File: config.mk
export PLATFORM = sky130hd
export DESIGN_NAME = flash_mode_ctrl
export DESIGN_NICKNAME = d
export VERILOG_FILES = /design/src/shared/flash_ctrl_pkg.sv /design/src/core/pin_sync.sv /design/src/core/flash_mode_ctrl.sv
export VERILOG_INCLUDE_DIRS = /design/src /design/src/shared
export SDC_FILE = /design/constraint.sdc
export NUM_CORES = 1
export LEC_CHECK = 0
export CAP_MARGIN = 25
export CORE_MARGIN = 1
export CORE_UTILIZATION = 40
export DETAILED_ROUTE_END_ITERATION = 6
export DONT_BUFFER_PORTS = 1
export SLEW_MARGIN = 20
export SYNTH_ARGS = -nofsm -noshare
export SYNTH_HDL_FRONTEND = slang
export SYNTH_SLANG_ARGS = --single-unit
File: constraint.sdc
create_clock -name pclk -period 2.5 [get_ports pclk]
set_input_delay 0 -clock pclk [delete_from_list [all_inputs] [get_ports pclk]]
set_output_delay 0 -clock pclk [all_outputs]
set_load 0.02 [all_outputs]
File: src/shared/flash_ctrl_params.svh
// Constants for the flash driver mode and trigger control block.
`ifndef FLASH_CTRL_PARAMS_SVH
`define FLASH_CTRL_PARAMS_SVH

// Clock period and the microsecond tick derived from it.
`define CLK_PERIOD_NS 25
`define TICK_US 1
`define NS_PER_US 1000

// Serial logic start-up time in microseconds; the maximum allowed is 500.
`define SERIAL_START_US 250
// Flash timeout in milliseconds.
`define FLASH_TIMEOUT_MS 850

// Register indices; byte address is four times the index.
`define IDX_FLASH 8'h02
`define IDX_TORCH 8'h03
`define IDX_CTRL 8'h04
`define IDX_STATUS 8'h05

// Control register fields.
`define CTRL_OUTPUT_ON 0
`define CTRL_TRIG_EN 1
`define CTRL_TRIG_LEVEL 2
// Torch register fields.
`define TORCH_DETECT_EN 3
// Status register fields.
`define ST_SERIAL_MODE 0
`define ST_SERIAL_READY 1
`define ST_LED_TWO 2
`define ST_BOOST 3
`define ST_FLASH 4
`define ST_TIMEOUT 5

// Flash codes: current is 200 mA plus 20 mA per step.
`define FLASH_MAX_ONE 4'hF
`define FLASH_MAX_TWO 4'hA
`define FLASH_DEF_ONE 4'hF
`define FLASH_DEF_TWO 4'h6
// Torch codes: current is 60 mA plus 20 mA per step.
`define TORCH_MAX 3'h5
`define TORCH_DEF 3'h1

`endif

File: src/shared/flash_ctrl_pkg.sv
// Types shared by the flash driver mode and trigger control block.
package flash_ctrl_pkg;

    // Flash sequencer states, one-hot.
    typedef enum logic [1:0] {
        FL_IDLE = 2'b01,
        FL_ON = 2'b10
    } flash_state_e;

    // Complete state of the control block.
    typedef struct packed {
        logic [5:0] tick_cnt;
        logic tick;
        logic [8:0] start_cnt;
        logic serial_ready;
        flash_state_e fl_state;
        logic [19:0] flash_cnt;
        logic trig_prev;
        logic ramp_prev;
        logic [3:0] flash_code;
        logic [2:0] torch_code;
        logic detect_en;
        logic out_on;
        logic trig_en;
        logic trig_level;
        logic led_two;
        logic boost;
        logic timeout_seen;
        logic [31:0] prdata;
    } ctrl_state_s;

    // State of a two-stage synchroniser bank.
    typedef struct packed {
        logic [6:0] stage1;
        logic [6:0] stage2;
    } sync_state_s;

endpackage : flash_ctrl_pkg

File: src/core/pin_sync.sv
// Two flip-flop synchroniser for the asynchronous pins of the block.
`timescale 1ns/1ps
`default_nettype none
module pin_sync
    import flash_ctrl_pkg::*;
(
    input wire logic pclk,
    input wire logic presetn,
    input wire logic [6:0] raw,
    output logic [6:0] synced
);

    sync_state_s s_reg; // Both stages of the bank.
    sync_state_s s_next; // Next value of both stages.

    // The first stage feeds only the second stage.
    always_comb begin
        s_next = s_reg;
        s_next.stage1 = raw;
        s_next.stage2 = s_reg.stage1;
    end

    // Registers clear to low so no pin looks active during reset.
    always_ff @(posedge pclk or negedge presetn) begin
        if (!presetn) begin
            s_reg <= '0;
        end else begin
            s_reg <= s_next;
        end
    end

    assign synced = s_reg.stage2;

endmodule : pin_sync
`default_nettype wire

File: src/core/flash_mode_ctrl.sv
// Mode select, pin routing, trigger sequencer and APB registers of the flash driver.
// Function
// - Boost sticks until output disabled
// - One LED: 200-500 mA, default 500
// - Two LEDs: 200-400 mA, default 320
// - Torch current 60-160 mA, 20 mA steps
// - Select low simple, high serial
// - Shared pins become serial or enables
// - Enables drive flash, torch, indicator
// - Shared pulldowns on only in simple
// - Trigger needs serial, output and enable
// - Level select bit picks level/edge
// - Edge mode: only timer or disarm ends flash
// - Level mode: fall or timer ends
// - Trigger pulldown on in serial mode
// - Simple mode: trigger pin shows LED count
// - Sample LED voltage at 80 mA
// - High voltage means two LEDs, cap
`timescale 1ns/1ps
`default_nettype none
`include "flash_ctrl_params.svh"
module flash_mode_ctrl
    import flash_ctrl_pkg::*;
#(
    // Flash timeout in microsecond ticks; shorten for simulation.
    parameter int FLASH_TIMEOUT_TICKS = `FLASH_TIMEOUT_MS * `NS_PER_US / `TICK_US
)
(
    input wire logic pclk,
    input wire logic presetn,
    input wire logic psel,
    input wire logic penable,
    input wire logic pwrite,
    input wire logic [7:0] paddr,
    input wire logic [31:0] pwdata,
    output logic [31:0] prdata,
    output logic pready,
    output logic pslverr,
    input wire logic mode_select_pin,
    input wire logic shared_clock_or_enable_a_pin,
    input wire logic shared_data_or_enable_b_pin,
    input wire logic trigger_pin_in,
    output logic trigger_pin_out,
    output logic trigger_pin_oe,
    input wire logic need_boost_in,
    input wire logic ramp_at_80ma_in,
    input wire logic led_voltage_high_in,
    output logic serial_mode,
    output logic serial_ready,
    output logic serial_clock,
    output logic serial_data,
    output logic simple_enable_a,
    output logic simple_enable_b,
    output logic shared_pulldown_en,
    output logic trigger_pulldown_en,
    output logic flash_on,
    output logic torch_on,
    output logic indicator_on,
    output logic [3:0] flash_code,
    output logic [2:0] torch_code,
    output logic led_two_detected,
    output logic boost_mode,
    output logic pass_switch_on
);

    // Cycles per microsecond tick and the start-up count in ticks.
    localparam int TICK_CYCLES = `TICK_US * `NS_PER_US / `CLK_PERIOD_NS;
    localparam logic [5:0] TICK_LAST = 6'(TICK_CYCLES - 1);
    localparam logic [8:0] START_LAST = 9'(`SERIAL_START_US / `TICK_US - 1);
    localparam logic [19:0] FLASH_LAST = 20'(FLASH_TIMEOUT_TICKS - 1);

    // Reset state: single LED defaults, serial logic not ready.
    localparam ctrl_state_s RESET_STATE = '{
        tick_cnt: 6'h00, tick: 1'b0, start_cnt: 9'h000, serial_ready: 1'b0,
        fl_state: FL_IDLE, flash_cnt: 20'h00000, trig_prev: 1'b0, ramp_prev: 1'b0,
        flash_code: `FLASH_DEF_ONE, torch_code: `TORCH_DEF, detect_en: 1'b1,
        out_on: 1'b0, trig_en: 1'b0, trig_level: 1'b0, led_two: 1'b0, boost: 1'b0,
        timeout_seen: 1'b0, prdata: 32'h00000000
    };

    ctrl_state_s r_reg; // Registered state of the block.
    ctrl_state_s r_next; // Next state of the block.
    logic [6:0] pins; // Synchronised pin levels.
    logic sel; // Serial mode selected.
    logic pin_a; // Synchronised shared pin A.
    logic pin_b; // Synchronised shared pin B.
    logic trig; // Synchronised trigger pin.
    logic need_boost; // Synchronised headroom comparator.
    logic ramp; // Synchronised 80 mA ramp marker.
    logic vhigh; // Synchronised LED voltage comparator.
    logic trig_rise; // Trigger rising edge this cycle.
    logic ramp_rise; // Ramp marker rising edge this cycle.
    logic armed; // Trigger may start a flash.
    logic flash_active; // Flash sequencer is running.
    logic output_active; // Flash or torch current is flowing.
    logic wr_access; // APB write in its access phase.
    logic setup_rd; // APB read in its setup phase.
    logic mapped; // Address hits a register.

    // Byte address of a register index.
    function automatic logic [7:0] reg_addr(input logic [7:0] idx);
        reg_addr = {idx[5:0], 2'b00};
    endfunction : reg_addr

    // Limit a code to a ceiling.
    function automatic logic [3:0] clamp(input logic [3:0] code, input logic [3:0] top);
        clamp = (code > top) ? top : code;
    endfunction : clamp

    // All pins from outside the clock domain pass two flip-flops first.
    pin_sync u_sync (
        .pclk(pclk),
        .presetn(presetn),
        .raw({led_voltage_high_in, ramp_at_80ma_in, need_boost_in, trigger_pin_in,
              shared_data_or_enable_b_pin, shared_clock_or_enable_a_pin, mode_select_pin}),
        .synced(pins)
    );

    assign sel = pins[0];
    assign pin_a = pins[1];
    assign pin_b = pins[2];
    assign trig = pins[3];
    assign need_boost = pins[4];
    assign ramp = pins[5];
    assign vhigh = pins[6];
    assign trig_rise = trig & ~r_reg.trig_prev;
    assign ramp_rise = ramp & ~r_reg.ramp_prev;
    // Trigger is live only in serial mode with both control bits set.
    assign armed = sel & r_reg.serial_ready & r_reg.out_on & r_reg.trig_en;
    assign flash_active = (r_reg.fl_state == FL_ON);

    assign mapped = (paddr == reg_addr(`IDX_FLASH)) || (paddr == reg_addr(`IDX_TORCH)) ||
                    (paddr == reg_addr(`IDX_CTRL)) || (paddr == reg_addr(`IDX_STATUS));
    assign wr_access = psel & penable & pwrite & mapped;
    assign setup_rd = psel & ~penable & ~pwrite;

    // Next-state logic for timers, sequencer, detection and registers.
    always_comb begin
        r_next = r_reg;
        // Microsecond tick divider keeps the long counters narrow.
        r_next.tick = 1'b0;
        if (r_reg.tick_cnt == TICK_LAST) begin
            r_next.tick_cnt = 6'h00;
            r_next.tick = 1'b1;
        end else begin
            r_next.tick_cnt = r_reg.tick_cnt + 6'h01;
        end
        // Serial start-up delay restarts whenever select is low.
        if (!sel) begin
            r_next.start_cnt = 9'h000;
            r_next.serial_ready = 1'b0;
        end else if (!r_reg.serial_ready && r_reg.tick) begin
            if (r_reg.start_cnt == START_LAST) begin
                r_next.serial_ready = 1'b1;
            end else begin
                r_next.start_cnt = r_reg.start_cnt + 9'h001;
            end
        end
        r_next.trig_prev = trig;
        r_next.ramp_prev = ramp;
        // Register writes take effect in the access cycle.
        if (wr_access) begin
            if (paddr == reg_addr(`IDX_FLASH)) begin
                // Writes beyond the ceiling of the detected load are clipped.
                r_next.flash_code = clamp(pwdata[3:0],
                    r_reg.led_two ? `FLASH_MAX_TWO : `FLASH_MAX_ONE);
            end else if (paddr == reg_addr(`IDX_TORCH)) begin
                r_next.torch_code = 3'(clamp({1'b0, pwdata[2:0]}, {1'b0, `TORCH_MAX}));
                r_next.detect_en = pwdata[`TORCH_DETECT_EN];
            end else if (paddr == reg_addr(`IDX_CTRL)) begin
                r_next.out_on = pwdata[`CTRL_OUTPUT_ON];
                r_next.trig_en = pwdata[`CTRL_TRIG_EN];
                r_next.trig_level = pwdata[`CTRL_TRIG_LEVEL];
            end else if (pwdata[`ST_TIMEOUT]) begin
                // Writing one clears the timeout flag; a new timeout below wins.
                r_next.timeout_seen = 1'b0;
            end
        end
        // Flash sequencer.
        case (r_reg.fl_state)
            FL_IDLE: begin
                if (armed && trig_rise) begin
                    r_next.fl_state = FL_ON;
                    r_next.flash_cnt = 20'h00000;
                end
            end
            FL_ON: begin
                // A new rising edge is not looked at here, so the timer runs on.
                if (!armed) begin
                    r_next.fl_state = FL_IDLE;
                end else if (r_reg.trig_level && !trig) begin
                    r_next.fl_state = FL_IDLE;
                end else if (r_reg.tick) begin
                    if (r_reg.flash_cnt == FLASH_LAST) begin
                        r_next.fl_state = FL_IDLE;
                        r_next.timeout_seen = 1'b1;
                    end else begin
                        r_next.flash_cnt = r_reg.flash_cnt + 20'h00001;
                    end
                end
            end
            default: begin
                r_next.fl_state = FL_IDLE;
            end
        endcase
        // LED count is taken when the ramp passes 80 mA.
        if (ramp_rise && r_reg.detect_en) begin
            r_next.led_two = vhigh;
            if (vhigh != r_reg.led_two) begin
                r_next.flash_code = vhigh ? `FLASH_DEF_TWO : `FLASH_DEF_ONE;
            end
        end
        // Boost is latched until the output is switched off.
        if (!output_active) begin
            r_next.boost = 1'b0;
        end else if (need_boost) begin
            r_next.boost = 1'b1;
        end
        // Read data is captured in the setup cycle so prdata comes from a flop.
        if (setup_rd) begin
            r_next.prdata = 32'h00000000;
            if (paddr == reg_addr(`IDX_FLASH)) begin
                r_next.prdata[3:0] = r_reg.flash_code;
            end else if (paddr == reg_addr(`IDX_TORCH)) begin
                r_next.prdata[2:0] = r_reg.torch_code;
                r_next.prdata[`TORCH_DETECT_EN] = r_reg.detect_en;
            end else if (paddr == reg_addr(`IDX_CTRL)) begin
                r_next.prdata[`CTRL_OUTPUT_ON] = r_reg.out_on;
                r_next.prdata[`CTRL_TRIG_EN] = r_reg.trig_en;
                r_next.prdata[`CTRL_TRIG_LEVEL] = r_reg.trig_level;
            end else if (paddr == reg_addr(`IDX_STATUS)) begin
                r_next.prdata[`ST_SERIAL_MODE] = sel;
                r_next.prdata[`ST_SERIAL_READY] = r_reg.serial_ready;
                r_next.prdata[`ST_LED_TWO] = r_reg.led_two;
                r_next.prdata[`ST_BOOST] = r_reg.boost;
                r_next.prdata[`ST_FLASH] = flash_active;
                r_next.prdata[`ST_TIMEOUT] = r_reg.timeout_seen;
            end
        end
    end

    // Single register stage for the whole state.
    always_ff @(posedge pclk or negedge presetn) begin
        if (!presetn) begin
            r_reg <= RESET_STATE;
        end else begin
            r_reg <= r_next;
        end
    end

    // APB answers in the first access cycle; unmapped addresses fail.
    assign pready = 1'b1;
    assign pslverr = psel & penable & ~mapped;
    assign prdata = r_reg.prdata;

    // Shared pins are routed by the synchronised select level.
    assign serial_mode = sel;
    assign serial_ready = r_reg.serial_ready;
    assign serial_clock = sel & pin_a;
    assign serial_data = sel & pin_b;
    assign simple_enable_a = ~sel & pin_a;
    assign simple_enable_b = ~sel & pin_b;
    assign shared_pulldown_en = ~sel;
    assign trigger_pulldown_en = sel;

    // Open-drain count report: a pulled-up high means two LEDs.
    assign trigger_pin_out = 1'b0;
    assign trigger_pin_oe = ~sel & ~r_reg.led_two;

    // Enable B with A gives flash, B alone torch, A alone the indicator.
    assign flash_on = sel ? flash_active : (simple_enable_a & simple_enable_b);
    assign torch_on = simple_enable_b & ~simple_enable_a;
    assign indicator_on = simple_enable_a & ~simple_enable_b;
    assign output_active = flash_on | torch_on;
    assign flash_code = r_reg.flash_code;
    assign torch_code = r_reg.torch_code;
    assign led_two_detected = r_reg.led_two;
    assign boost_mode = r_reg.boost;
    assign pass_switch_on = output_active & ~r_reg.boost;
endmodule : flash_mode_ctrl
`default_nettype wire

==> metrics.log <==
INFO  metric clock_tree.htree_level_count = 3
INFO  metric yosys_warnings = 0
INFO  metric buffer_ports.inserted = 0
INFO  metric setup.worst_path.end_class = flop
INFO  metric critPathLaunchType = input pin
INFO  metric cts_root_buf = sky130_fd_sc_hd__clkbuf_8
INFO  metric worst_voltage_drop_across_the_vdd_grid = 0.326 mV
INFO  metric synthCells = 413
INFO  metric mappedNetlistArea = about 4200 um^2
INFO  metric crit_path_category = in -> reg
INFO  metric cts_sinks = 75
INFO  metric cp_max_fo = 4
INFO  metric route.detailed.vias_per_inst = 5.33
INFO  metric largest_register_ffs = between 40 and 50
INFO  metric post-synth-top-area-fraction = between 40 and 50%
INFO  metric synth_top_flop_cell = sky130_fd_sc_hd__dfrtp_1
INFO  metric crit_start = pwrite
INFO  metric max_cap_violations = 0
INFO  metric drt.antenna.violating_nets = 0
INFO  metric filler_cell_count = 981
INFO  metric final_worst_slack = roughly 0.075 ns
INFO  metric flow.area_growth_from_synthesis = 11.8%
INFO  metric drt_iter0_drc = 221
INFO  metric hold_violations = 0
INFO  metric global_route.usage.total = 17.1%
INFO  metric drcViolationCount = 0
INFO  metric max-slew-margin-rel = 56.1%
INFO  metric final-seq-area = 1890 um^2
INFO  metric grt_antenna_before_repair = 0
INFO  metric holdCritStartpoint = paddr[1]
INFO  metric required = ~2.8 ns
INFO  metric detail_route.wl_per_cell = 15.2 um
INFO  metric post_dp_area = 4180 um^2
INFO  metric syn_avg_cell_area = 10.2 um^2
INFO  metric clk_path_buf_depth = 2
INFO  metric leakagePower = 0.00203 uW
INFO  metric finish.net_count = 494
INFO  metric yosys.area.top_type = sky130_fd_sc_hd__dfrtp_1
INFO  metric edff_count_synth = 0
INFO  metric arrival = roughly 2.7 ns
INFO  metric clock_latency_reported_for_the_late_side_of_the_worst_skew_pair = 0.36 ns
INFO  metric cpPeakStageDelay = 0.61 ns
INFO  metric fin_crit_sh = 97.0%
INFO  metric synth_cell_type_count = 66
INFO  metric total_overflow_reported_by_the_global_router = 0
INFO  metric place.gp.congestion = 0.803
INFO  metric number_of_global_route_vias_before_repair = 2986
INFO  metric maxSlewViolCount = 0
INFO  metric initial_utilization = approximately 40%
INFO  metric layout_common_cells = 68 x sky130_fd_sc_hd__dfrtp_1, 34 x sky130_fd_sc_hd__nand2_1, 28 x sky130_fd_sc_hd__conb_1, 24 x sky130_fd_sc_hd__dlygate4sd3_1, 21 x sky130_fd_sc_hd__nor2_1
INFO  metric path_cells = dlygate4sd3_1, nand4_1, dlygate4sd3_1, nor2_4, nand3b_1, dlygate4sd3_1, o21ai_0, dlygate4sd3_1
INFO  metric finalWirelength = 8740 um
INFO  metric clock-skew-final = 0.00895 ns
INFO  metric critical-path-top-cell-by-count = sky130_fd_sc_hd__dlygate4sd3_1
INFO  metric drive_above_1_share = between 10% and 20%
INFO  metric timing.critical_path.max_delay_family = buffers and inverters
INFO  metric routed-via-count = 3073
INFO  metric num_antenna_cells = 0
INFO  metric finalSetupViolCount = 0
INFO  metric r2r_startpoint = r_reg[48]$_DFFE_PN0P_
INFO  metric multiInputGateArea = 1970 um^2
INFO  metric detailedPlacementHpwl = 6020 um
INFO  metric hp-class = in -> reg
INFO  metric detailedRoute.firstPassIterationCount = 5
INFO  metric power_per_cell_area = 538 nW/um^2
INFO  metric setup-tns-final = 0 ns
INFO  metric result_of_the_run = finished, final reports clean
INFO  metric cts_tree = built
INFO  metric cpMaxStageDelayCell = sky130_fd_sc_hd__dlygate4sd3_1
INFO  metric global_route_wire_length_before_repair = 14700 um
INFO  metric floorplan.io_pins = 109
INFO  metric layout_commonest_cell = sky130_fd_sc_hd__dfrtp_1
INFO  metric post-place-ws = 0.302 ns
INFO  metric fp.dieArea = 10900 um^2
INFO  metric largest_net_degree_at_the_start_of_global_routing = 76
INFO  metric synth_area_leaders = sky130_fd_sc_hd__dfrtp_1 41%, sky130_fd_sc_hd__buf_4 7.9%, sky130_fd_sc_hd__dfstp_2 4.4%
INFO  metric worst-path-buf-inv = 4
INFO  metric placeableCoreArea = 10200 um^2
INFO  metric maxClockFrequency = 412 MHz
INFO  metric final.min_clock_period = 2.43 ns
INFO  metric final_cell_area = 4690 um^2
INFO  metric synth_sequential_area_ratio = 44.9%
INFO  metric die_x = 104 um
INFO  metric cts_clock_pin_slew_for_the_worst_setup_and_hold_paths = 0.09 ns
INFO  metric row_cnt = 37
INFO  metric cts_buffers = 9
INFO  metric timing_worst_slew_pin_value = 0.653 ns
INFO  metric ys_seq_elements = 75
INFO  metric chipHeight = 104 um
INFO  metric synthArstFlopShare = 100%
==> stage by stage <==
step | total power, uW | instances | util [%] | hold slack (ns)
4_1_cts | 2560 | 575 | 45.7 | 0.00267
3_3_place_gp | 1440 | 534 | 40.9 | -0.291
6_report | 2520 | 577 | 45.9 | 0.0163
5_1_grt | 2640 | 577 | 45.9 | 0.0131
3_5_place_dp | 1440 | 534 | 40.9 | -0.291
2_1_floorplan | 1470 | 439 | - | -0.296
==> worst reg2reg max path, cell delays in order (launching register included) <==
cell and delay (ns):
sky130_fd_sc_hd__dfrtp_1 0.42, sky130_fd_sc_hd__ha_1 0.28, sky130_fd_sc_hd__and3_1 0.18, sky130_fd_sc_hd__nand4_2 0.12, sky130_fd_sc_hd__o221ai_2 0.26, sky130_fd_sc_hd__buf_4 0.27
sky130_fd_sc_hd__or4_1 0.47, sky130_fd_sc_hd__a21oi_1 0.15
==> logic make-up (layout without fill, tap and decap cells) <==
| family | after synthesis | in the layout | share of synthesized area, % |
|---|---|---|---|
| compound gates | 74 | 74 | 12.5 |
| flops | 75 | 75 | 44.9 |
| buf+inv | 70 | 72 | 10.5 |
| simple gates | 154 | 154 | 22.5 |
| fa+ha+maj | 6 | 6 | 1.79 |
| other cells | 2 | 28 | 0.179 |
| mux | 21 | 21 | 5.28 |
| xor+xnor | 11 | 11 | 2.30 |
==> worst paths after layout <==
| kind | end | slack, ns | cells past startpoint |
|---|---|---|---|
| setup / recovery | torch_code[1]$_DFFE_PN0P_ | 0.07 | 8 |
| hold / removal | prdata[2]$_DFFE_PN0P_ | 0.02 | 3 |
| setup reg to reg | r_reg[52]$_DFFE_PN0P_ | 0.29 | 7 |
| hold reg to reg | u_sync.synced[2]$_DFF_PN0_ | 0.35 | 0 |
| max in group asynchronous | r_reg[68]$_DFFE_PN1P_ | 1.97 | 2 |
| min in group asynchronous | prdata[1]$_DFFE_PN0P_ | 0.19 | 2 |
==> cell type report <==
class                      instances  share of cell area [%]
clock inverter                     7                    2.11
tap                              136                    3.63
inverter                          16                    1.28
multi-input combinational        294                    42.1
clock buffer                       9                    2.64
timing repair buffer              40                    8.11
sequential                        75                    40.2
==> metal layers <==
metal | track usage (%) | wire, um | vias up
met1 | 22.7 | 3950 | 1487
li1 | - | - | 1468
met3 | 4.45 | 519 | 14
met2 | 26.7 | 4140 | 104
met5 | 0 | 0 | -
met4 | 6.22 | 128 | 0
==> repair_timing <==
item / CTS / global route
hold endpoints to repair: 98 / 0
buffers inserted: 0 / 2
hold buffers: 25 / 0
gates resized for setup: 0 / 1
setup endpoints to repair: 0 / 1
==> cell usage after synthesis, drive strengths merged, types with 2 or more instances <==
cell    instances
mux2            9
dfstp           7
a211oi          3
nor2b           6
and2            6
or4             9
nor4b           3
and4            2
a31oi           3
and3b           2
o211ai          3
nor3            8
a21o            2
conb            2
o31ai          15
nand3b          2
inv            15
o22ai           2
buf            50
dfrtp          68
ha              6
nor4            6
a31o            2
nor3b           3
xnor2           5
and2b           2
nand4          15
and3            7
a21oi          14
or3             2
nor2           23
mux2i          12
o221ai          5
nand2b          7
nand3          13
o21ai          14
xor2            6
nand2          34
o21a            5
clkbuf          4
==> report_power, final <==
part           leakage [uW]  switching [uW]  internal (uW)
logic              0.000962             122           63.6
registers          0.000956            45.2           1250
clock network      0.000110             479            569
(Power assumes the default switching activity.)
